**src/core/qdsl_regs.svh**
```systemverilog
// Constants of the quad converter serial load control
`ifndef QDSL_REGS_SVH
`define QDSL_REGS_SVH
`define QDSL_WORD_W 16
`define QDSL_CODE_W 12
`define QDSL_ADDR_HI 15
`define QDSL_ADDR_LO 14
`define QDSL_CODE_MSB 11
`define QDSL_CODE_LSB 0
`define QDSL_MIDSCALE 12'h800
`define QDSL_ZEROSCALE 12'h000
`define QDSL_WORD_RST 16'h0000
`define QDSL_NCHAN 4
`define QDSL_PIN_IDLE 5'h1B
`endif

```
**src/core/qdsl_pkg.sv**
```systemverilog
// Types of the quad converter serial load control
`include "qdsl_regs.svh"
package qdsl_pkg;
   typedef logic [`QDSL_CODE_W-1:0] qdsl_code_t;
   typedef struct packed {
      logic chan_addr_hi;
      logic chan_addr_lo;
      logic [1:0] fill;
      qdsl_code_t code;
   } qdsl_word_t;
   typedef struct packed {
      qdsl_code_t chan_d;
      qdsl_code_t chan_c;
      qdsl_code_t chan_b;
      qdsl_code_t chan_a;
   } qdsl_chans_t;
   typedef enum logic [1:0] {
      QDSL_CHAN_A = 2'h0,
      QDSL_CHAN_B = 2'h1,
      QDSL_CHAN_C = 2'h2,
      QDSL_CHAN_D = 2'h3
   } qdsl_chan_t;
   typedef struct packed {
      logic sclk;
      logic csn;
      logic data;
      logic ldn;
      logic clrn;
   } qdsl_pins_t;
endpackage

```
**src/core/qdsl_sync.sv**
```systemverilog
// Two-flop synchroniser for a bus of pin inputs
`timescale 1ns/1ps
module qdsl_sync #(
   parameter int WIDTH = 5,
   parameter logic [WIDTH-1:0] RST_VAL = '0
) (
   input wire logic core_clk,
   input wire logic arst_n,
   input wire logic [WIDTH-1:0] pin_in,
   output logic [WIDTH-1:0] pin_sync
);
   logic [WIDTH-1:0] meta_ff;
   logic [WIDTH-1:0] sync_ff;

   // Refuse an empty bus
   if (WIDTH < 1) begin
      $error("qdsl_sync: WIDTH must be positive");
   end

   // Two flops per pin, reset to the idle level of each pin
   always_ff @(posedge core_clk or negedge arst_n) begin
      if (!arst_n) begin
         meta_ff <= RST_VAL;
         sync_ff <= RST_VAL;
      end else begin
         meta_ff <= pin_in;
         sync_ff <= meta_ff;
      end
   end

   assign pin_sync = sync_ff;
endmodule

```
**src/core/qdsl_top.sv**
```systemverilog
// Serial load control of a quad twelve-bit converter
`timescale 1ns/1ps
`include "qdsl_regs.svh"
module qdsl_top #(
   parameter int WORD_W = `QDSL_WORD_W,
   parameter int CODE_W = `QDSL_CODE_W
) (
   input wire logic core_clk,
   input wire logic arst_n,
   input wire logic serial_clk,
   input wire logic chip_select_n,
   input wire logic serial_data_in,
   input wire logic load_strobe_n,
   input wire logic async_clear_n,
   input wire logic clear_value_select,
   output qdsl_pkg::qdsl_word_t shift_word,
   output qdsl_pkg::qdsl_chans_t chan_codes,
   output logic load_active
);

   // Raw and synchronised control pins
   qdsl_pkg::qdsl_pins_t pins_raw;
   qdsl_pkg::qdsl_pins_t pins_s;

   // Synchronised pin levels, split out by name
   logic sclk_s;
   logic csn_s;
   logic data_s;
   logic ldn_s;
   logic clrn_s;

   // Clear select level through its own two flops
   logic csel_meta_ff;
   logic csel_ff;

   // Edge history of the gated clock and the load strobe
   logic shclk_ff;
   logic ldn_ff;

   // Decoded shift and load events
   logic shift_clk;
   logic shift_rise;
   logic load_fall;
   logic load_low;
   logic take_word;

   // Serial-to-parallel shift register
   qdsl_pkg::qdsl_word_t word_ff;
   qdsl_pkg::qdsl_word_t nxt_word;

   // Clear request and the code it forces
   logic clear_on;
   qdsl_pkg::qdsl_code_t clear_code;

   // Channel address decode
   qdsl_pkg::qdsl_chan_t sel_chan;
   logic hit_a;
   logic hit_b;
   logic hit_c;
   logic hit_d;

   // Channel bank and load status
   qdsl_pkg::qdsl_code_t nxt_code_a;
   qdsl_pkg::qdsl_code_t nxt_code_b;
   qdsl_pkg::qdsl_code_t nxt_code_c;
   qdsl_pkg::qdsl_code_t nxt_code_d;
   qdsl_pkg::qdsl_chans_t nxt_chans;
   qdsl_pkg::qdsl_chans_t chans_ff;
   logic load_active_ff;

   // Refuse layouts the fixed field map cannot serve
   if (WORD_W != `QDSL_WORD_W) begin
      $error("qdsl_top: WORD_W must equal the word width");
   end
   if (CODE_W != `QDSL_CODE_W) begin
      $error("qdsl_top: CODE_W must equal the code width");
   end
   if ($bits(qdsl_pkg::qdsl_word_t) != WORD_W) begin
      $error("qdsl_top: word type disagrees with WORD_W");
   end
   if ($bits(qdsl_pkg::qdsl_code_t) != CODE_W) begin
      $error("qdsl_top: code type disagrees with CODE_W");
   end
   if ($bits(qdsl_pkg::qdsl_chans_t) != `QDSL_NCHAN * CODE_W) begin
      $error("qdsl_top: channel bank must hold four codes");
   end

   // True when the shifted address names the given channel
   function automatic logic chan_hit(
      input qdsl_pkg::qdsl_chan_t sel,
      input qdsl_pkg::qdsl_chan_t ch);
      return sel == ch;
   endfunction

   // Next code of one channel: clear wins, then load, else hold
   function automatic qdsl_pkg::qdsl_code_t next_code(
      input qdsl_pkg::qdsl_code_t cur,
      input logic hit,
      input logic clr,
      input logic take,
      input qdsl_pkg::qdsl_code_t code,
      input qdsl_pkg::qdsl_code_t clr_code);
      qdsl_pkg::qdsl_code_t r;
      r = cur;
      if (clr) begin
         r = clr_code;
      end else if (take && hit) begin
         r = code;
      end
      return r;
   endfunction

   // Gather the pins; clock, select, load and clear idle high
   assign pins_raw = '{sclk: serial_clk,
                       csn: chip_select_n,
                       data: serial_data_in,
                       ldn: load_strobe_n,
                       clrn: async_clear_n};

   // Two flops per pin, reset to the idle levels
   qdsl_sync #(
      .WIDTH($bits(qdsl_pkg::qdsl_pins_t)),
      .RST_VAL(`QDSL_PIN_IDLE)
   ) u_sync (
      .core_clk(core_clk),
      .arst_n(arst_n),
      .pin_in(pins_raw),
      .pin_sync(pins_s)
   );

   // Name the synchronised levels
   assign sclk_s = pins_s.sclk;
   assign csn_s = pins_s.csn;
   assign data_s = pins_s.data;
   assign ldn_s = pins_s.ldn;
   assign clrn_s = pins_s.clrn;

   // Clear select is a level, read through two flops
   always_ff @(posedge core_clk or negedge arst_n) begin
      if (!arst_n) begin
         csel_meta_ff <= 1'b0;
         csel_ff <= 1'b0;
      end else begin
         csel_meta_ff <= clear_value_select;
         csel_ff <= csel_meta_ff;
      end
   end

   // Gated shift clock; any rise of the OR shifts one bit
   assign shift_clk = sclk_s | csn_s;
   assign shift_rise = shift_clk & ~shclk_ff;

   // Shift register takes the data level MSB first
   assign nxt_word = shift_rise
      ? qdsl_pkg::qdsl_word_t'({word_ff[`QDSL_WORD_W-2:0], data_s})
      : word_ff;

   // Load strobe edge and low level; low keeps the bank transparent
   assign load_fall = ~ldn_s & ldn_ff;
   assign load_low = ~ldn_s;
   assign take_word = load_fall | load_low;

   // Clear request and the forced code
   assign clear_on = ~clrn_s;
   assign clear_code = csel_ff ? `QDSL_MIDSCALE
                               : `QDSL_ZEROSCALE;

   // Decode the two address bits into one channel
   assign sel_chan = qdsl_pkg::qdsl_chan_t'({word_ff.chan_addr_hi,
                        word_ff.chan_addr_lo});
   assign hit_a = chan_hit(sel_chan, qdsl_pkg::QDSL_CHAN_A);
   assign hit_b = chan_hit(sel_chan, qdsl_pkg::QDSL_CHAN_B);
   assign hit_c = chan_hit(sel_chan, qdsl_pkg::QDSL_CHAN_C);
   assign hit_d = chan_hit(sel_chan, qdsl_pkg::QDSL_CHAN_D);

   // Next code of each channel from the low twelve bits
   assign nxt_code_a = next_code(chans_ff.chan_a, hit_a, clear_on,
                                 take_word, word_ff.code,
                                 clear_code);
   assign nxt_code_b = next_code(chans_ff.chan_b, hit_b, clear_on,
                                 take_word, word_ff.code,
                                 clear_code);
   assign nxt_code_c = next_code(chans_ff.chan_c, hit_c, clear_on,
                                 take_word, word_ff.code,
                                 clear_code);
   assign nxt_code_d = next_code(chans_ff.chan_d, hit_d, clear_on,
                                 take_word, word_ff.code,
                                 clear_code);
   assign nxt_chans = qdsl_pkg::qdsl_chans_t'({nxt_code_d, nxt_code_c,
                                               nxt_code_b, nxt_code_a});

   // Edge history of the gated clock and the load strobe
   always_ff @(posedge core_clk or negedge arst_n) begin
      if (!arst_n) begin
         shclk_ff <= 1'b1;
         ldn_ff <= 1'b1;
      end else begin
         shclk_ff <= shift_clk;
         ldn_ff <= ldn_s;
      end
   end

   // Shift register is never touched by clear
   always_ff @(posedge core_clk or negedge arst_n) begin
      if (!arst_n) begin
         word_ff <= `QDSL_WORD_RST;
      end else begin
         word_ff <= nxt_word;
      end
   end

   // Channel registers and load status
   always_ff @(posedge core_clk or negedge arst_n) begin
      if (!arst_n) begin
         chans_ff <= '0;
         load_active_ff <= 1'b0;
      end else begin
         chans_ff <= nxt_chans;
         load_active_ff <= load_low;
      end
   end

   assign shift_word = word_ff;
   assign chan_codes = chans_ff;
   assign load_active = load_active_ff;
endmodule

```
**config.mk**
```make
export PLATFORM = sky130hd
export DESIGN_NAME = qdsl_top
export DESIGN_NICKNAME = d
export VERILOG_FILES = /design/src/core/qdsl_pkg.sv /design/src/core/qdsl_sync.sv /design/src/core/qdsl_top.sv
export VERILOG_INCLUDE_DIRS = /design/src /design/src/core
export SDC_FILE = /design/constraint.sdc
export NUM_CORES = 1
export LEC_CHECK = 0
export ABC_AREA = 1
export BUFFER_PORTS_ARGS = -buffer_cell sky130_fd_sc_hd__buf_2
export CAP_MARGIN = 20
export CORE_MARGIN = 3
export CORE_UTILIZATION = 53
export CTS_BUF_LIST = sky130_fd_sc_hd__clkbuf_4 sky130_fd_sc_hd__clkbuf_8
export CTS_CLUSTER_SIZE = 28
export DETAILED_ROUTE_END_ITERATION = 16
export GPL_TIMING_DRIVEN = 0
export PLACE_DENSITY = 0.79
export SLEW_MARGIN = 5
export SYNTH_ARGS = -nofsm -noshare
export SYNTH_HDL_FRONTEND = slang
export SYNTH_SLANG_ARGS = --single-unit
```
**constraint.sdc**
```tcl
create_clock -name core_clk -period 1.89 [get_ports core_clk]
set_clock_uncertainty 0.15 [all_clocks]
set_input_delay 0 -clock core_clk [delete_from_list [all_inputs] [get_ports core_clk]]
set_output_delay 0 -clock core_clk [all_outputs]
set_load 0.1 [all_outputs]
```
==> impl_metrics.yaml <==
status:
  status: "finished clean"
final_layout:
  multi_input_area_sq_um: 896
  regArea_sq_um: 1960
  area_growth_syn_to_layout_pct: 24.4
  fin_nets: 431
  fin_util: 0.708
  nFillCells: 433
  diodes: 0
  drive_above_1_share: 0.276
global_routing:
  grt_pass1_vias: 2301
  grt_pass1_wl_um: 11400
  overflow: 0
  grt_use_total: 0.233
  grt_max_degree: 65
  antenna_found_initial: 0
sta:
  setup_viol: 0
  tightestPinTransition_ps: 602
  min_period_over_period: 0.764
  max_freq_mhz: 692
  rsz0062_at_grt: "false"
  finalSetupTns_ps: 0
  finalWorstSetupSlack_ps: 445
  period_minus_slack_ps: 1440
  drv_slew: 0
  hold_violations: 0
  maxSlewHeadroom: 0.598
clock_tree:
  clock_latency_ps: 340
  cts_tree: "built"
  clk_pin_slew_worst_paths_ps: 80
  h-tree-depth: 3
  numCtsBuffers: 9
  cts-root-buf: "clkbuf_8"
  cts_sinks: 78
  clk_path_buf_depth: 2
  postCtsSetupRepairBufs: 0
worst_setup_path:
  end_kind: "register"
  path_max_fanout: 10
  path_class: "reg2reg"
  arrival_ps: 1540
  start_kind: "register"
  critPathRequiredTime_ps: 1980
power_and_ir_drop:
  vdd_drop_max_mv: 1.10
  p_leak_uw: 0.00233
  p_per_area_nw_per_um2: 1190
  power.total_uw: 4480
placed_design:
  preCtsSetupSlack_ps: 461
  io_buffer_count: 72
  dp_hpwl_um: 4840
  gp_congestion: 0.820
die:
  ios: 73
  num_rows: 26
  core_sq_um: 5340
  fp.dieArea_sq_um: 6670
  fp.dieH_um: 81.7
  fp.dieW_um: 81.7
  start_util: 0.569
run:
  max_cap_viol_count: 0
yosys:
  synth_cells: 331
  synth-seq-cells: 78
  synth_area_sq_um: 3040
  ys_types: 12
  syn_avg_cell_area_sq_um: 9.17
  ys_seq_area_frac: 0.646
  syn_nets: 339
  yosysWarnings: 0
drt:
  num_vias: 2564
  drtIter0Drc: 233
  drt_wl_total_um: 7130
  vias_per_cell: 5.15
  drc: 0
  drt_pass1_iterations: 4
  wl_per_cell_um: 14.3
  ant_nets: 0
worst_hold_path:
  min_path_type: "in2async"
[through the flow]
| step | hold slack, ps | std cells | area, sq um |
|---|---|---|---|
| after floorplan | -446 | 331 | 3040 |
| after global placement | -45.5 | 473 | 3480 |
| after detailed placement | -281 | 474 | 3510 |
| after CTS | 57.2 | 498 | 3780 |
| after global routing | 65.6 | 498 | 3780 |
| final | 37.8 | 498 | 3780 |
[path summary, 6_finish.rpt]
kind | start | endpoint | slack [ps] | depth (start not counted)
setup reg to reg | u_sync.pin_sync[0] | chan_codes[35] | 450 | 5
setup / recovery | u_sync.pin_sync[0] | chan_codes[35] | 450 | 5
min in group core_clk | load_strobe_n | u_sync.meta_ff[1] | 130 | 2
hold / removal | arst_n | chan_codes[12] | 40 | 3
max in group asynchronous | arst_n | chan_codes[21] | 570 | 3
hold reg to reg | csel_meta_ff | csel_ff | 200 | 0
[logic make-up after synthesis]
kind of cell / Yosys count / share of synthesized area
AOI/OAI and AO/OA: 2 / 0.00329
buffers and inverters: 38 / 0.0585
DFF: 78 / 0.646
and+or+nand+nor: 213 / 0.292
[synthesized netlist by cell type (all sizes together)]
master,n,share of area
nand2,147,0.18
dfrtp,69,0.57
nand3,65,0.11
inv,19,0.023
buf,18,0.034
dfstp,9,0.078
o21ai,2,0.0033
clkinv,1,0.0012
nor2,1,0.0012
[flip-flops by register name, summed over array words and instances, names as in the netlist]
signal           cells
chan_codes          48
csel_ff              1
csel_meta_ff         1
load_active          1
shclk_ff             1
shift_word          16
u_sync.meta_ff       5
u_sync.pin_sync      5
[critical path: stages (launching register included)]
cell and delay, ps:
dfstp_2 530, buf_2 200, buf_2 250, nand2_1 90
nand2_1 70, nand2_1 50
[power breakdown]
group / leakage (uW) / internal (uW) / switching (uW)
registers: 0.00103 / 1820 / 115
clock network: 0.0000930 / 519 / 614
logic: 0.00120 / 194 / 1220
total: 0.00233 / 2530 / 1950
[placed cells by master, fill, tap and decap left out, drive strengths merged]
cell type	instances
clkinv	4
dfrtp	69
buf	91
inv	21
clkbuf	10
nand3	65
o21ai	2
clkinvlp	1
dlygate4sd3	8
dfstp	9
nor2	1
nand2	147
[cell type report]
type | instances | share of cell area
clock inverter | 6 | 0.0116
multi-input combinational | 215 | 0.237
clock buffer | 10 | 0.0364
inverter | 20 | 0.0199
timing repair buffer | 81 | 0.125
sequential | 78 | 0.520
buffer | 18 | 0.0272
tap | 70 | 0.0232
[layer usage]
layer | up-vias | wire length, um | track usage
li1 | 1226 | - | -
met1 | 1228 | 2960 | 0.308
met2 | 104 | 3590 | 0.384
met3 | 6 | 537 | 0.0581
met4 | 0 | 34 | 0.0698
met5 | - | 0 | 0
[timing repair]
action | in CTS | in global routing
gates resized for setup | 0 | 0
hold endpoints to repair | 84 | 0
hold buffers | 8 | 0
Note: power is estimated with default switching activity, not from simulation.
